### config.mk
export PLATFORM = sky130hd
export DESIGN_NAME = uehr_top
export DESIGN_NICKNAME = d
export VERILOG_FILES = /design/src/design/uehr_pkg.sv /design/src/design/uehr_top.sv
export SDC_FILE = /design/constraint.sdc
export NUM_CORES = 1
export LEC_CHECK = 0
export BUFFER_PORTS_ARGS = -buffer_cell sky130_fd_sc_hd__buf_2
export CAP_MARGIN = 20
export CORE_MARGIN = 2
export CORE_UTILIZATION = 50
export CTS_CLUSTER_SIZE = 25
export DETAILED_ROUTE_END_ITERATION = 8
export PLACE_DENSITY = 0.72
export REMOVE_ABC_BUFFERS = 1
export SLEW_MARGIN = 40
export SYNTH_ARGS = -nofsm -noshare
export SYNTH_HDL_FRONTEND = slang
export SYNTH_SLANG_ARGS = --single-unit
### constraint.sdc
create_clock -name CLOCK -period 4.75 [get_ports CLOCK]
set_clock_uncertainty 0.05 [all_clocks]
set_input_delay 0.95 -clock CLOCK [delete_from_list [all_inputs] [get_ports CLOCK]]
set_output_delay 0.95 -clock CLOCK [all_outputs]
set_load 0.05 [all_outputs]
### src/design/uehr_pkg.sv
// Package for the serial-port emulation register block: offsets, fields, codes, carriers
package uehr_pkg;
  // Host side offsets (three address lines)
  localparam logic [2:0] HOFS_DATA = 3'h0;
  localparam logic [2:0] HOFS_IER = 3'h1;
  localparam logic [2:0] HOFS_IIR = 3'h2;
  localparam logic [2:0] HOFS_LCR = 3'h3;
  localparam logic [2:0] HOFS_MCR = 3'h4;
  localparam logic [2:0] HOFS_LSR = 3'h5;
  localparam logic [2:0] HOFS_MSR = 3'h6;
  // Processor side offsets (low address byte)
  localparam logic [7:0] MOFS_FCR_MOD = 8'he9;
  localparam logic [7:0] MOFS_DATA = 8'hf0;
  localparam logic [7:0] MOFS_IER = 8'hf1;
  localparam logic [7:0] MOFS_LCR = 8'hf3;
  localparam logic [7:0] MOFS_MCR = 8'hf4;
  localparam logic [7:0] MOFS_LSR = 8'hf5;
  localparam logic [7:0] MOFS_MSR = 8'hf6;
  localparam logic [7:0] MOFS_DLL = 8'hf8;
  localparam logic [7:0] MOFS_DLM = 8'hf9;
  // Field positions
  localparam int LCR_DIV_SEL_BIT = 7;
  localparam int MCR_LOOP_BIT = 4;
  localparam int MCR_OUT2_BIT = 3;
  localparam int FCR_EN_BIT = 0;
  localparam int MOD_OVW_BIT = 1;
  localparam int LSR_TEMT_BIT = 6;
  // Interrupt identification codes
  localparam logic [2:0] IID_LINE = 3'h3;
  localparam logic [2:0] IID_RXTRIG = 3'h2;
  localparam logic [2:0] IID_TIMEOUT = 3'h6;
  localparam logic [2:0] IID_TRANSMIT_HOLDING_EMPTY = 3'h1;
  localparam logic [2:0] IID_MODEM = 3'h0;
  // Receive trigger levels in bytes
  localparam logic [4:0] TRIG_LVL0 = 5'h01;
  localparam logic [4:0] TRIG_LVL1 = 5'h04;
  localparam logic [4:0] TRIG_LVL2 = 5'h08;
  localparam logic [4:0] TRIG_LVL3 = 5'h0e;
  // Master control selection that routes out 2 onto the host interrupt pin
  localparam logic [1:0] MASTER_OUT2_SEL = 2'h2;

  typedef struct packed {
    logic rd;
    logic wr;
    logic [2:0] addr;
    logic [7:0] wdata;
  } uehr_hreq_t;

  typedef struct packed {
    logic rd;
    logic wr;
    logic [7:0] addr;
    logic [7:0] wdata;
  } uehr_mreq_t;

  typedef struct packed {
    logic push;
    logic overwrite;
    logic [7:0] data;
    logic [2:0] err;
  } uehr_rxpush_t;

  typedef struct packed {
    logic [3:0] host_interrupt_enable;
    logic [7:0] line_control;
    logic [4:0] modem_control;
    logic [7:0] dll;
    logic [7:0] dlm;
    logic fifo_en;
    logic [1:0] trig;
    logic ovw;
    logic [7:0] receive_buffer;
    logic [7:0] transmit_holding;
    logic dr_host;
    logic dr_mpu;
    logic dr_wait;
    logic oe;
    logic [2:0] err;
    logic [2:0] shadow;
    logic temt;
    logic transmit_holding_empty_host;
    logic transmit_holding_empty_mpu;
    logic transmit_holding_empty_wait;
    logic transmit_holding_empty_int;
    logic to_pend;
    logic [3:0] msr_hi;
    logic [3:0] msr_prev;
    logic [3:0] delta;
    logic [7:0] interrupt_identification;
    logic intr;
    logic [7:0] hrdata;
    logic [7:0] mrdata;
    uehr_rxpush_t rxp;
    logic head_new;
    logic tx_push;
  } uehr_state_t;

  // Identification idles at "no interrupt pending" so the host pin stays low out of reset
  localparam uehr_state_t UEH_STATE_RST = '{interrupt_identification: 8'h01, default: '0};
endpackage

### src/design/uehr_top.sv
// Host-visible register emulation of a FIFO serial port, with processor-side access
// Function
// (RQ1) Overwrite option set: receive write during overrun replaces last FIFO entry, else ignored.
// (RQ2) Identification bits 7:6 read FIFO mode, bits 5:4 read zero.
// (RQ3) Identification code reports highest source: line, trigger, timeout, transmit, modem.
// (RQ4) Sources clear by status read, occupancy drop, FIFO read, or register writes.
// (RQ5) Bit 0 low while pending; contents frozen during the host identification read.
// (RQ6) Line status bit 7 shows any FIFO byte error, only in FIFO mode.
// (RQ7) Processor writes transmitter-empty; double-buffer mode sets it when both buffers empty.
// (RQ8) Holding-empty flag: host copy timer-delayed, processor copy not; host write clears.
// (RQ9) Halt with access-interrupt feature forces host holding-empty flag to zero.
// (RQ10) Processor error writes go to shadows, copied and cleared on next receive write.
// (RQ11) FIFO head error flags accumulate across reads and clear on status read.
// (RQ12) Overrun sets on write into full buffer, no transfer, cleared by status read.
// (RQ13) Data ready immediate or timer delayed; processor copy immediate; cleared when empty.
// (RQ14) Enable bits 7:4 read zero; enable bit 3 with modem deltas interrupts.
// (RQ15) Enable bit 2 with line status bits 1 to 4 interrupts.
// (RQ16) Enable bit 1 with holding-empty interrupts.
// (RQ17) Enable bit 0 with data ready or receive timeout interrupts.
// (RQ18) Line control bit 7 maps offsets 0 and 1 onto the divisor bytes.
// (RQ19) Loop mode feeds modem outputs back to status inputs; control bits 7:5 read zero.
// (RQ20) Master selection 10 lets out 2 control the host interrupt pin.
// (RQ21) Processor writes modem status bits 7:4; host only reads them.
// (RQ22) Deltas set on carrier, ready, clear-to-send change and ring fall; cleared on read.
// (RQ23) Host FIFO control bit 0 selects FIFO mode; other bits only with it set.
// (RQ24) Trigger field selects 1, 4, 8 or 14 bytes.
// (RQ25) All state in flip-flops on one clock; reset clears everything. The code resets identification to 01, not zero.
module uehr_top (
  // Clock and reset
  input wire logic CLOCK,
  input wire logic RST,
  // Host register port
  input wire uehr_pkg::uehr_hreq_t HOST_REQ,
  output logic [7:0] HOST_RDATA,
  output logic HOST_INTR,
  // Processor register port
  input wire uehr_pkg::uehr_mreq_t MPU_REQ,
  output logic [7:0] MPU_RDATA,
  // Processor status and controls
  input wire logic HALT,
  input wire logic ACCESS_INT_FEAT,
  input wire logic [1:0] MASTER_SEL,
  input wire logic DOUBLE_BUF,
  input wire logic TSR_EMPTY,
  // Receive FIFO and timer
  input wire logic [4:0] RX_COUNT,
  input wire logic RX_FULL,
  input wire logic RX_ERR_ANY,
  input wire logic [2:0] RX_HEAD_ERR,
  input wire logic [7:0] RX_HEAD_DATA,
  input wire logic RX_TIMEOUT,
  input wire logic RX_TIMER_EN,
  input wire logic RX_TIMER_DONE,
  output uehr_pkg::uehr_rxpush_t RX_PUSH,
  output logic RX_POP,
  // Transmit FIFO and timer
  input wire logic TX_FIFO_EMPTY,
  input wire logic TX_TIMER_EN,
  input wire logic TX_TIMER_DONE,
  output logic TX_PUSH,
  output logic [7:0] TX_DATA,
  output logic FIFO_MODE
);
  import uehr_pkg::*;

  uehr_state_t q, d;

  function automatic logic [4:0] trig_level(input logic [1:0] sel);
    case (sel)
      2'h0: trig_level = TRIG_LVL0;
      2'h1: trig_level = TRIG_LVL1;
      2'h2: trig_level = TRIG_LVL2;
      default: trig_level = TRIG_LVL3;
    endcase
  endfunction

  function automatic logic hit(input logic strobe, input logic [7:0] a, input logic [7:0] b);
    hit = strobe && (a == b);
  endfunction

  logic div_sel;
  logic h_data_rd, h_data_wr, h_ier_rd, h_iir_rd, h_fcr_wr, h_lsr_rd, h_msr_rd;
  logic m_rx_wr, m_thr_rd, m_lsr_wr;
  logic rx_blocked, rx_accept, rx_ovw;
  logic line_src, rx_src, to_src, transmit_holding_empty_src, msr_src;
  logic [3:0] msr_eff;
  logic [3:0] delta_set;
  logic transmit_holding_empty_vis;
  logic [7:0] iir_now;
  logic [7:0] lsr_host;

  assign div_sel = q.line_control[LCR_DIV_SEL_BIT];
  assign h_data_rd = hit(HOST_REQ.rd, {5'h00, HOST_REQ.addr}, {5'h00, HOFS_DATA}) && !div_sel;
  assign h_data_wr = hit(HOST_REQ.wr, {5'h00, HOST_REQ.addr}, {5'h00, HOFS_DATA}) && !div_sel;
  assign h_ier_rd = hit(HOST_REQ.rd, {5'h00, HOST_REQ.addr}, {5'h00, HOFS_IER}) && !div_sel;
  assign h_iir_rd = hit(HOST_REQ.rd, {5'h00, HOST_REQ.addr}, {5'h00, HOFS_IIR});
  assign h_fcr_wr = hit(HOST_REQ.wr, {5'h00, HOST_REQ.addr}, {5'h00, HOFS_IIR});
  assign h_lsr_rd = hit(HOST_REQ.rd, {5'h00, HOST_REQ.addr}, {5'h00, HOFS_LSR});
  assign h_msr_rd = hit(HOST_REQ.rd, {5'h00, HOST_REQ.addr}, {5'h00, HOFS_MSR});
  assign m_rx_wr = hit(MPU_REQ.wr, MPU_REQ.addr, MOFS_DATA);
  assign m_thr_rd = hit(MPU_REQ.rd, MPU_REQ.addr, MOFS_DATA);
  assign m_lsr_wr = hit(MPU_REQ.wr, MPU_REQ.addr, MOFS_LSR);

  // A write into a full buffer is an overrun; the option only lets it replace the last entry
  assign rx_blocked = q.fifo_en ? RX_FULL : q.dr_mpu;
  assign rx_accept = m_rx_wr && !rx_blocked;
  assign rx_ovw = m_rx_wr && rx_blocked && q.ovw; // RQ1

  // Loop mode: carrier from out 2, ring from out 1, ready from terminal ready, cts from rts
  assign msr_eff = q.modem_control[MCR_LOOP_BIT] ? {q.modem_control[3], q.modem_control[2], q.modem_control[0], q.modem_control[1]} : q.msr_hi; // RQ19
  assign delta_set = {msr_eff[3] ^ q.msr_prev[3], q.msr_prev[2] & ~msr_eff[2],
                      msr_eff[1:0] ^ q.msr_prev[1:0]}; // RQ22

  // Host sees holding-empty forced low while the core sleeps with access interrupts on
  assign transmit_holding_empty_vis = q.transmit_holding_empty_host && !(HALT && ACCESS_INT_FEAT); // RQ9

  assign line_src = q.host_interrupt_enable[2] && (q.oe || (|q.err)); // RQ15
  assign rx_src = q.host_interrupt_enable[0] && q.dr_host &&
                  (!q.fifo_en || (RX_COUNT >= trig_level(q.trig))); // RQ17 RQ24
  assign to_src = q.host_interrupt_enable[0] && q.to_pend; // RQ17
  assign transmit_holding_empty_src = q.host_interrupt_enable[1] && q.transmit_holding_empty_int; // RQ16
  assign msr_src = q.host_interrupt_enable[3] && (|q.delta); // RQ14

  always_comb begin
    iir_now = {{2{q.fifo_en}}, 2'h0, IID_MODEM, 1'b1}; // RQ2
    if (line_src) begin
      iir_now[3:1] = IID_LINE; // RQ3
    end else if (rx_src) begin
      iir_now[3:1] = IID_RXTRIG;
    end else if (to_src) begin
      iir_now[3:1] = IID_TIMEOUT;
    end else if (transmit_holding_empty_src) begin
      iir_now[3:1] = IID_TRANSMIT_HOLDING_EMPTY;
    end
    iir_now[0] = !(line_src || rx_src || to_src || transmit_holding_empty_src || msr_src); // RQ5
  end

  assign lsr_host = {q.fifo_en && RX_ERR_ANY, q.temt, transmit_holding_empty_vis, q.err, q.oe, q.dr_host}; // RQ6

  always_comb begin
    d = q;
    d.rxp = '0;
    d.tx_push = 1'b0;
    // Frozen while the host reads it, so the code read matches the pin
    d.interrupt_identification = h_iir_rd ? q.interrupt_identification : iir_now; // RQ5
    d.intr = (MASTER_SEL == MASTER_OUT2_SEL) ? q.modem_control[MCR_OUT2_BIT] : !q.interrupt_identification[0]; // RQ20
    d.msr_prev = msr_eff;

    // Host writes
    if (HOST_REQ.wr) begin
      case (HOST_REQ.addr)
        HOFS_DATA: begin
          if (div_sel) begin
            d.dll = HOST_REQ.wdata; // RQ18
          end else begin
            d.transmit_holding = HOST_REQ.wdata;
            d.tx_push = 1'b1;
          end
        end
        HOFS_IER: begin
          if (div_sel) begin
            d.dlm = HOST_REQ.wdata; // RQ18
          end else begin
            d.host_interrupt_enable = HOST_REQ.wdata[3:0]; // RQ14
          end
        end
        HOFS_IIR: begin
          d.fifo_en = HOST_REQ.wdata[FCR_EN_BIT]; // RQ23
          if (HOST_REQ.wdata[FCR_EN_BIT]) begin
            d.trig = HOST_REQ.wdata[7:6]; // RQ24
          end
          // A mode change clears data ready and a pending timeout, not the buffered bytes
          if (HOST_REQ.wdata[FCR_EN_BIT] != q.fifo_en) begin
            d.dr_host = 1'b0;
            d.dr_mpu = 1'b0;
            d.dr_wait = 1'b0;
            d.to_pend = 1'b0;
          end
        end
        HOFS_LCR: d.line_control = HOST_REQ.wdata;
        HOFS_MCR: d.modem_control = HOST_REQ.wdata[4:0]; // RQ19
        default: begin
        end
      endcase
    end

    // Processor writes
    if (MPU_REQ.wr) begin
      case (MPU_REQ.addr)
        MOFS_FCR_MOD: d.ovw = MPU_REQ.wdata[MOD_OVW_BIT]; // RQ1
        MOFS_LSR: begin
          d.shadow = MPU_REQ.wdata[4:2]; // RQ10
          d.temt = MPU_REQ.wdata[LSR_TEMT_BIT]; // RQ7
        end
        MOFS_MSR: d.msr_hi = MPU_REQ.wdata[7:4]; // RQ21
        default: begin
        end
      endcase
    end

    // Holding-empty: host copy waits for the timer, processor copy does not
    if (q.fifo_en) begin
      d.transmit_holding_empty_mpu = TX_FIFO_EMPTY; // RQ8
      if (!TX_FIFO_EMPTY) begin
        d.transmit_holding_empty_host = 1'b0;
        d.transmit_holding_empty_wait = 1'b0;
      end else if (!q.transmit_holding_empty_host && !q.transmit_holding_empty_wait) begin
        d.transmit_holding_empty_wait = 1'b1;
      end
    end else if (m_thr_rd) begin
      d.transmit_holding_empty_mpu = 1'b1; // RQ8
      d.transmit_holding_empty_wait = 1'b1;
    end
    if (d.transmit_holding_empty_wait && (!TX_TIMER_EN || TX_TIMER_DONE)) begin
      d.transmit_holding_empty_host = 1'b1; // RQ8
      d.transmit_holding_empty_wait = 1'b0;
    end
    if (h_data_wr) begin
      d.transmit_holding_empty_host = 1'b0; // RQ8
      d.transmit_holding_empty_mpu = 1'b0;
      d.transmit_holding_empty_wait = 1'b0;
    end
    if (DOUBLE_BUF && d.transmit_holding_empty_mpu && TSR_EMPTY) begin
      d.temt = 1'b1; // RQ7
    end

    // Holding-empty interrupt arms on a rising host flag, cleared by either write
    if (h_data_wr || h_fcr_wr) begin
      d.transmit_holding_empty_int = 1'b0; // RQ4
    end
    if (d.transmit_holding_empty_host && !q.transmit_holding_empty_host) begin
      d.transmit_holding_empty_int = 1'b1;
    end

    // Receive side
    if (h_data_rd) begin
      if (!q.fifo_en || RX_COUNT <= 5'h01) begin
        d.dr_host = 1'b0; // RQ13
        d.dr_mpu = 1'b0;
        d.dr_wait = 1'b0;
      end
      d.to_pend = 1'b0; // RQ4
    end
    if (RX_TIMEOUT && q.fifo_en) begin
      d.to_pend = 1'b1;
    end
    if (rx_accept || rx_ovw) begin
      if (q.fifo_en) begin
        d.rxp.push = 1'b1; // RQ1
        d.rxp.overwrite = rx_ovw;
        d.rxp.data = MPU_REQ.wdata;
        d.rxp.err = q.shadow; // RQ10
      end else begin
        d.receive_buffer = MPU_REQ.wdata;
        d.err = q.err | q.shadow; // RQ10
      end
      d.shadow = 3'h0;
    end
    if (rx_accept) begin
      d.dr_mpu = 1'b1; // RQ13
      d.dr_wait = 1'b1;
    end
    if (d.dr_wait && (!RX_TIMER_EN || RX_TIMER_DONE)) begin
      d.dr_host = 1'b1; // RQ13
      d.dr_wait = 1'b0;
    end

    // Status clears on host reads; a same-cycle overrun, head error or delta still sets
    if (h_lsr_rd) begin
      d.oe = 1'b0; // RQ12
      d.err = 3'h0; // RQ11
    end
    // Head flags are taken once, as the byte reaches the head, so a status read really clears
    d.head_new = (RX_POP && RX_COUNT > 5'h01) ||
                 (q.rxp.push && (RX_COUNT == 5'h00 || (q.rxp.overwrite && RX_COUNT == 5'h01)));
    if (q.fifo_en && q.head_new) begin
      d.err = d.err | RX_HEAD_ERR; // RQ11
    end
    if (m_rx_wr && rx_blocked) begin
      d.oe = 1'b1; // RQ12
    end
    if (h_msr_rd) begin
      d.delta = 4'h0; // RQ22
    end
    d.delta = d.delta | delta_set; // RQ22

    // Read data, registered one cycle after the strobe
    d.hrdata = 8'h00;
    if (HOST_REQ.rd) begin
      case (HOST_REQ.addr)
        HOFS_DATA: d.hrdata = div_sel ? q.dll : (q.fifo_en ? RX_HEAD_DATA : q.receive_buffer); // RQ18
        HOFS_IER: d.hrdata = div_sel ? q.dlm : {4'h0, q.host_interrupt_enable}; // RQ14
        HOFS_IIR: d.hrdata = q.interrupt_identification;
        HOFS_LCR: d.hrdata = q.line_control;
        HOFS_MCR: d.hrdata = {3'h0, q.modem_control}; // RQ19
        HOFS_LSR: d.hrdata = lsr_host;
        HOFS_MSR: d.hrdata = {msr_eff, q.delta};
        default: d.hrdata = 8'h00;
      endcase
    end
    d.mrdata = 8'h00;
    if (MPU_REQ.rd) begin
      case (MPU_REQ.addr)
        MOFS_FCR_MOD: d.mrdata = {q.trig, 5'h00, q.fifo_en};
        MOFS_DATA: d.mrdata = q.transmit_holding;
        MOFS_IER: d.mrdata = {4'h0, q.host_interrupt_enable};
        MOFS_LCR: d.mrdata = q.line_control;
        MOFS_MCR: d.mrdata = {3'h0, q.modem_control};
        MOFS_LSR: d.mrdata = {lsr_host[7:6], q.transmit_holding_empty_mpu, q.err, q.oe, q.dr_mpu};
        MOFS_MSR: d.mrdata = {msr_eff, q.delta};
        MOFS_DLL: d.mrdata = q.dll;
        MOFS_DLM: d.mrdata = q.dlm;
        default: d.mrdata = 8'h00;
      endcase
    end
  end

  always_ff @(posedge CLOCK or posedge RST) begin
    if (RST) begin
      q <= UEH_STATE_RST; // RQ25
    end else begin
      q <= d;
    end
  end

  assign HOST_RDATA = q.hrdata;
  assign MPU_RDATA = q.mrdata;
  assign HOST_INTR = q.intr;
  assign RX_PUSH = q.rxp;
  assign RX_POP = h_data_rd && q.fifo_en;
  assign TX_PUSH = q.tx_push;
  assign TX_DATA = q.transmit_holding;
  assign FIFO_MODE = q.fifo_en;
endmodule

# Yosys cells after proc, flatten, opt, wreduce, memory -nomap -nowiden
# Index checks and enable logic that the tools add are counted.
[word_totals]
regBits = 118
input_bits = 63
output_inout_bits = 41
wordCells = 205
[op_classes]
magnitude_cmp = 3
n_eq_ne = 20
mux = 53
n_bitwise = 9
n_reduce_logical = 85
[op_table]
columns = ["op", "n"]
rows = [
  ["$eq 8x8->1 const B", 9],
  ["$pmux 8 s9", 1],
  ["$pmux 8 s7", 1],
  ["$mux 8", 5],
  ["$logic_and 1x1->1", 34],
  ["$mux 3", 11],
  ["$mux 13", 2],
  ["$mux 1", 23],
  ["$mux 4", 5],
  ["$reduce_and 3->1", 6],
  ["$reduce_and 2->1", 8],
  ["$logic_or 1x1->1", 13],
  ["$pmux 4 s3", 1],
  ["$reduce_bool 2->1", 6],
  ["$logic_not 1->1", 10],
  ["$eq 3x3->1 const B", 3],
  ["$reduce_bool 3->1", 3],
  ["$eq 3x2->1 const B", 2],
  ["$mux 2", 3],
  ["$mux 6", 1],
  ["$or 3x3->3", 2],
  ["$eq 5x1->1 const B", 1],
  ["$ge 5x5->1", 1],
  ["$gt 5x1->1 const B", 1],
  ["15 further kinds", 18],
]

# Logic depth before layout (Yosys ltp)
# Gate-level depths: netlist (run 1).
[logic_depth]
depth_word = 12
depth_mapped = 7

# Worst setup path before layout (run 1)
# Ideal clock, no wire load.
[synth_path]
path_kind = "input-to-output"
from = "input port HOST_REQ[10] (netlist name)"
to = "output port RX_POP"
arrival_time_ns = 2.147
required_ns = 3.750
setup_slack_ns = 1.603
cell_stages = 3
cell_sequence = "nor4_1 > nand2_1 > nor2_1"
[synth_between]
elab_chain_len = 4
[synth_lines]
columns = ["item", "line", "source"]
rows = [
  ["start, declared", "uehr_top.sv:33", "input wire uehr_pkg::uehr_hreq_t HOST_REQ,"],
  ["$logic_not 3->1", "uehr_top.sv:78", "hit = strobe && (a == b);"],
  ["$logic_and 1x1->1", "uehr_top.sv:78", ""],
  ["$logic_and 1x1->1", "uehr_top.sv:93", "assign h_data_rd = hit(HOST_REQ.rd, {5'h00, HOST_REQ.addr}, {5'h00, HOFS_DATA}) && !div_sel;"],
  ["$logic_and 1x1->1", "uehr_top.sv:330", "assign RX_POP = h_data_rd && q.fifo_en;"],
  ["end, declared", "uehr_top.sv:55", "output logic RX_POP,"],
]
# Every way passes these cells.

# Worst setup path in the final report (run 1)
# Ends and elaborated chain as after synthesis.

==> impl_metrics.env, run 1 <==
export IMPL_status="finished clean"
export IMPL_die_x_um=116
export IMPL_grt_pass1_wl_um=29200
export IMPL_ir_drop_uv=353
export IMPL_reg2reg_slack_ns=2.49
export IMPL_num_io_pins=104
export IMPL_hp_class="reg2reg"
export IMPL_overflow=0
export IMPL_vias=5058
export IMPL_comb_power_share=0.202
export IMPL_io_buffers=103
export IMPL_final_cell_mix="116 x dfrtp_1, 103 x buf_2, 80 x nand2_1"
export IMPL_syn_to_final_growth_pct=14.9
export IMPL_path_class="in2out"
export IMPL_fin_crit_ns=3.35
export IMPL_die_height_um=116
export IMPL_synthArstFlopShare=1.00
export IMPL_yosys_warnings=0
export IMPL_synth_fa_ha_area_frac=0.00798
export IMPL_min_from="q[35]"
export IMPL_endpoint_kind="output pin"
export IMPL_tightest_slew_ns=0.691
export IMPL_hold_worst_slack_ns=0.448
export IMPL_pwr_share_clk=0.372
export IMPL_min_period_over_period=0.704
export IMPL_cts_setup_buffers=0
export IMPL_min_path_cells=2
export IMPL_hold_violations=0
export IMPL_hold_buffers=0
export IMPL_cts_resized=0
export IMPL_ys_seq_area_frac=0.471
export IMPL_worstHoldEndpoint="q[35]"
export IMPL_synth_xor_area_share=0.00279
export IMPL_via_per_inst=5.94
export IMPL_cts_tree="done"
export IMPL_cp_start_kind="input port"
export IMPL_clock_fmax_mhz=299
export IMPL_synth_mux_area_frac=0.157
export IMPL_synth_top_family_by_area="simple AND/OR/NAND/NOR gates"
export IMPL_synth_cell_types=60
export IMPL_drive_gt1_frac=0.302
export IMPL_p_per_area_nw_per_um2=453
export IMPL_n_antenna_cell=0
export IMPL_clkTransAtPathRegs_ns=0.05
export IMPL_drv_cap=0
export IMPL_switchingPower_mw=1.06
export IMPL_clockBufferDepth=2
export IMPL_setup_tns_ns=0
export IMPL_finalMaxSlewViolations=0
export IMPL_drc=0
export IMPL_firstDrtPassIters=5
export IMPL_grtUsageTotal=0.301
export IMPL_synthSimpleGateAreaFrac=0.158
export IMPL_antenna_found_initial=0
export IMPL_grt_pass1_vias=5027
export IMPL_core_area_um2=12100
export IMPL_synthCells=610
export IMPL_layout_commonest_cell="dfrtp_1"
export IMPL_final_antenna_net_count=0
export IMPL_critPathMaxFanout=31
export IMPL_max_slew_margin=0.536
export IMPL_synth_compound_area_frac=0.129
export IMPL_routed_wl_um=19200
export IMPL_hpwl_um=14000
export IMPL_leakagePower_nw=3.42
export IMPL_cts_sinks=118
export IMPL_clockRootBuffer="clkbuf_16"
export IMPL_drt_iter0_drc=586
export IMPL_h_tree_depth=4
export IMPL_place_gp_congestion=0.950
export IMPL_setup_viol=0
export IMPL_share_seq_of_total_power=0.426
export IMPL_rsz0062_at_grt="no"
export IMPL_num_rows=40
export IMPL_ff2ff_path_depth=5
export IMPL_clock_latency_ns=0.42
export IMPL_dieArea_um2=13500
export IMPL_p_sw_frac=0.323
export IMPL_syn_area_um2=6270
export IMPL_syn_area_per_cell_um2=10.3
export IMPL_synth_ff_type="dfrtp_1"
export IMPL_p_int_mw=2.21
export IMPL_fillers=1079
export IMPL_critPathRequiredTime_ns=3.75
export IMPL_synth_seq_cells=118
export IMPL_wl_per_cell_um=22.6
export IMPL_r2r_start="div_sel"
export IMPL_cts_inserted_buffers=17
export IMPL_fin_nets=737
export IMPL_arrival_ns=2.35
export IMPL_rr_endpoint="TX_DATA[3]"
export IMPL_grt_max_degree=64
export IMPL_start_util=0.518
export IMPL_synth_edff_count=0
==> power groups by stage <==
stage                     Sequential [mW]  Combinational, mW  Clock (mW)
after floorplan                      1.39              0.358           0
after global placement               1.39              0.636           0
after detailed placement             1.39              0.650           0
after CTS                            1.38              0.657        1.23
after global routing                 1.40              0.716        1.28
final                                1.39              0.659        1.21
==> logic make-up after synthesis <==
kind of cell / Yosys count
mux: 87
xor+xnor: 2
simple gates: 193
fa+ha+maj: 4
compound gates: 125
buf+inv: 81
flops: 118
==> sequential cells by signal, summed over array words and instances, names as in the netlist <==
| name | cells |
|---|---|
| TX_DATA | 8 |
| TX_PUSH | 1 |
| MPU_RDATA | 8 |
| q | 71 |
| FIFO_MODE | 1 |
| HOST_INTR | 1 |
| div_sel | 1 |
| HOST_RDATA | 8 |
| lsr_host | 6 |
| RX_PUSH | 13 |
==> Yosys cell counts, drive strengths merged, types with 8 or more instances <==
| cell | instances | area [um^2] |
|---|---|---|
| nor2b | 11 | 68.8 |
| a21oi | 24 | 120 |
| a22oi | 11 | 82.6 |
| mux2 | 58 | 679 |
| a31oi | 8 | 50.1 |
| nand2 | 80 | 300 |
| inv | 15 | 56.3 |
| and3 | 10 | 62.6 |
| dfrtp | 117 | 2930 |
| o21ai | 39 | 195 |
| buf | 50 | 348 |
| mux2i | 28 | 280 |
| clkbuf | 15 | 56.3 |
| and2 | 15 | 96.3 |
| nor2 | 19 | 71.3 |
| nand3 | 14 | 75.1 |
| nand2b | 8 | 57.6 |
| nor3 | 14 | 91.3 |
==> through the flow <==
stage               setup WS (ns)  utilization  instances  instance area (um^2)  total power [mW]
floorplan                   0.623            -        545                  5870              1.75
global placement             1.54        0.548        819                  6630              2.03
detailed placement           1.41        0.548        819                  6630              2.04
CTS                          1.41        0.594        851                  7190              3.26
global route                 1.30        0.595        851                  7210              3.40
finish                       1.40        0.595        851                  7210              3.27
==> per-layer routing <==
layer	up-vias	track usage	wire length, um
li1	2270	-	-
met2	217	0.465	8850
met5	-	0	0
met1	2531	0.400	8500
met3	40	0.0737	1180
met4	0	0.147	683
==> worst max-delay path, cell delays in order <==
cell and delay [ns]:
buf_2 0.26, nor4_1 0.50, nand2_1 0.19, nor2_1 0.16, buf_2 0.28
==> area by class of cell <==
type	instances	area (um^2)	share of cell area
clock inverters	9	75.1	0.0104
flip-flops and latches	118	2960	0.410
inverters	16	62.6	0.00868
multi-input cells	411	2870	0.398
well taps	168	210	0.0292
repair buffers	106	551	0.0764
clock buffers	23	488	0.0677
==> worst max-delay path by stage <==
stage                     cells past startpoint         to         start
after global routing                          5     RX_POP  HOST_REQ[10]
after floorplan                               1  FIFO_MODE           RST
final                                         5     RX_POP  HOST_REQ[10]
after detailed placement                      5     RX_POP  HOST_REQ[10]
after global placement                        5     RX_POP  HOST_REQ[10]
after CTS                                     4     RX_POP       div_sel
Note: power is estimated with default switching activity, not from simulation.
==> run 2, diff against run 1 <==
--- a/config.mk
+++ b/config.mk
@@ -5,13 +5,14 @@
 export SDC_FILE = /design/constraint.sdc
 export NUM_CORES = 1
 export LEC_CHECK = 0
+export ABC_AREA = 1
 export BUFFER_PORTS_ARGS = -buffer_cell sky130_fd_sc_hd__buf_2
 export CAP_MARGIN = 20
 export CORE_MARGIN = 2
 export CORE_UTILIZATION = 50
 export CTS_CLUSTER_SIZE = 25
 export DETAILED_ROUTE_END_ITERATION = 8
-export PLACE_DENSITY = 0.72
+export PLACE_DENSITY = 0.75
 export REMOVE_ABC_BUFFERS = 1
 export SLEW_MARGIN = 40
 export SYNTH_ARGS = -nofsm -noshare
==> constraint.sdc (replaced) <==
create_clock -name CLOCK -period 2.7 [get_ports CLOCK]
set_clock_uncertainty 0.05 [all_clocks]
set_input_delay 0.54 -clock CLOCK [delete_from_list [all_inputs] [get_ports CLOCK]]
set_output_delay 0.54 -clock CLOCK [all_outputs]
set_load 0.05 [all_outputs]
==> run 2 against run 1 <==
Critical path depth down 1. Routed wire length decreased by 7.5%. Total power rose by 63%. Combinational power increased by 56%. Register-to-register slack lost 1.6 ns. Clock power up 67%. Synthesized cell count rose by 32%. Count of clock-buffer cells in the layout up 1. Critical endpoint unchanged. Synthesized area is 0.72% lower. Die area fell by 0.69%. Highest routed layer unchanged. Via count rose by 13%. First-iteration DRC count rose by 7.8%.
==> impl_metrics.env, run 2 <==
export IMPL_overflow=0
export IMPL_core_area_um2=12100
export IMPL_clockRootBuffer="clkbuf_16"
export IMPL_drv_cap=0
export IMPL_r2r_start="FIFO_MODE"
export IMPL_vias=5699
export IMPL_num_rows=40
export IMPL_layout_commonest_cell="nand2_1"
export IMPL_syn_to_final_growth_pct=15.7
export IMPL_final_cell_mix="215 x nand2_1, 117 x dfrtp_1, 103 x buf_2"
export IMPL_ir_drop_uv=452
export IMPL_p_per_area_nw_per_um2=739
export IMPL_final_antenna_net_count=0
export IMPL_final_area_um2=7200
export IMPL_via_per_inst=5.37
export IMPL_critPathRequiredTime_ns=2.11
export IMPL_cts_tree="done"
export IMPL_path_class="reg2out"
export IMPL_rsz0062_at_grt="no"
export IMPL_netlist_top_cells_count="215 x nand2_1, 117 x dfrtp_1, 87 x inv_1"
export IMPL_endpoint_kind="output pin"
export IMPL_yosysTopAreaCell="dfrtp_1"
export IMPL_hold_buffers=0
export IMPL_min_period_over_period=0.833
export IMPL_drt_iter0_drc=632
export IMPL_antenna_found_initial=0
export IMPL_place_inst=1033
export IMPL_drc=0
export IMPL_h_tree_depth=4
export IMPL_fin_crit_ns=2.25
export IMPL_clock_fmax_mhz=445
export IMPL_critPathMaxFanout=12
export IMPL_yosys_warnings=0
export IMPL_netlist_top_cells_area="dfrtp_1 47%, nand2_1 13%, o21ai_0 6.5%"
export IMPL_dieArea_um2=13400
export IMPL_critPathBufInv=2
export IMPL_dpl_cell_area_um2=6680
export IMPL_startpoint="div_sel"
export IMPL_grt_max_degree=54
export IMPL_cpMaxStageDelayCell="dfrtp_1"
export IMPL_tightest_slew_ns=0.672
export IMPL_arrival_ns=1.66
export IMPL_status="finished clean"
export IMPL_grt_pass1_wl_um=28500
export IMPL_synth_ff_type="dfrtp_1"
export IMPL_hpwl_um=12900
export IMPL_cts_sinks=118
export IMPL_grtUsageTotal=0.286
export IMPL_n_antenna_cell=0
export IMPL_cp_start_kind="register"
export IMPL_hp_class="in2async"
export IMPL_firstDrtPassIters=5
export IMPL_drive_gt1_frac=0.199
export IMPL_die_height_um=116
export IMPL_syn_area_per_cell_um2=7.72
export IMPL_clockBufferDepth=2
export IMPL_synth_top_area_share=0.470
export IMPL_cpLargestDelayFamily="flip-flops"
export IMPL_power_total_mw=5.32
export IMPL_io_buffers=103
export IMPL_start_util=0.516
export IMPL_synth_seq_cells=118
export IMPL_cts_resized=0
export IMPL_fin_nets=951
export IMPL_synth_edff_count=0
export IMPL_clkTransAtPathRegs_ns=0.06
export IMPL_routed_wl_um=17800
export IMPL_hold_violations=0
export IMPL_max_stage_delay_ns=0.56
export IMPL_grt_pass1_vias=5452
export IMPL_wl_per_cell_um=16.8
export IMPL_largest_reg_flops=71
export IMPL_worstPathCellList="inv_1 -> nand3_1 -> nor2_1 -> buf_2"
export IMPL_finalMaxSlewViolations=0
export IMPL_ys_seq_area_frac=0.474
export IMPL_fillers=1108
export IMPL_synth_cell_types=37
export IMPL_cts_inserted_buffers=17
export IMPL_hold_worst_slack_ns=0.136
export IMPL_leakagePower_nw=3.78
export IMPL_synthArstFlopShare=1.00
export IMPL_syn_area_um2=6230
export IMPL_die_x_um=116
export IMPL_yosysMostFrequentCell="nand2_1"
export IMPL_stdcell_count=1061
export IMPL_num_io_pins=104
export IMPL_cts_setup_buffers=0
export IMPL_regMostFlops="q"
export IMPL_clock_latency_ns=0.42
export IMPL_setup_viol=0
export IMPL_max_slew_margin=0.547
export IMPL_place_gp_congestion=0.960
export IMPL_synthCells=807
==> run 2: cell count changes after synthesis, moves of 28 or more <==
cell,change
mux2i_1,-28
mux2_2,-51
inv_1,+72
o21ai_0,+42
nand3_1,+50
nand2_1,+135
nor2_1,+51
==> run 2: cells by family after synthesis <==
family	share of synthesized area
fa+ha+maj	0.00804
compound gates	0.132
xor+xnor	0.00141
flops	0.474
simple gates	0.266
buf+inv	0.118
==> run 2: cell type report <==
cell class              count  area (um^2)  share of cell area
clock buffers              24          502              0.0697
clock inverters             4         22.5             0.00313
inverters                  95          359              0.0499
multi-input cells         539         2540               0.353
flip-flops and latches    118         2950               0.410
well taps                 168          210              0.0292
repair buffers            113          616              0.0855
==> run 2: where the power goes <==
part,leakage (nW),total [mW],internal (mW),switching [mW]
Combinational,1.98,1.03,0.308,0.723
Clock,0.260,2.02,1.26,0.751
Sequential,1.53,2.27,2.04,0.228
==> run 2: final timing paths <==
check | end | slack, ns | depth (start not counted)
max in group asynchronous | TX_DATA[0] | 1.73 | 3
max reg2reg | q[82] | 0.85 | 8
max | RX_POP | 0.45 | 4
min reg2reg | q[78] | 0.43 | 2
min | q[54] | 0.14 | 2
min in group CLOCK | lsr_host[4] | 0.28 | 3
==> run 2: through the flow <==
stage	worst slack [ns]	util	setup TNS, ns
2_1_floorplan	-1.02	-	-119.23
3_3_place_gp	0.474	0.554	0
3_5_place_dp	0.489	0.554	0
4_1_cts	0.454	0.597	0
5_1_grt	0.399	0.597	0
6_report	0.452	0.597	0
==> run 2: layer usage <==
metal / vias up / track usage / wire (um)
met5: - / 0 / 0
met4: 0 / 0.138 / 652
met3: 52 / 0.0523 / 1490
met2: 291 / 0.441 / 8060
met1: 2639 / 0.391 / 7580
li1: 2717 / - / -
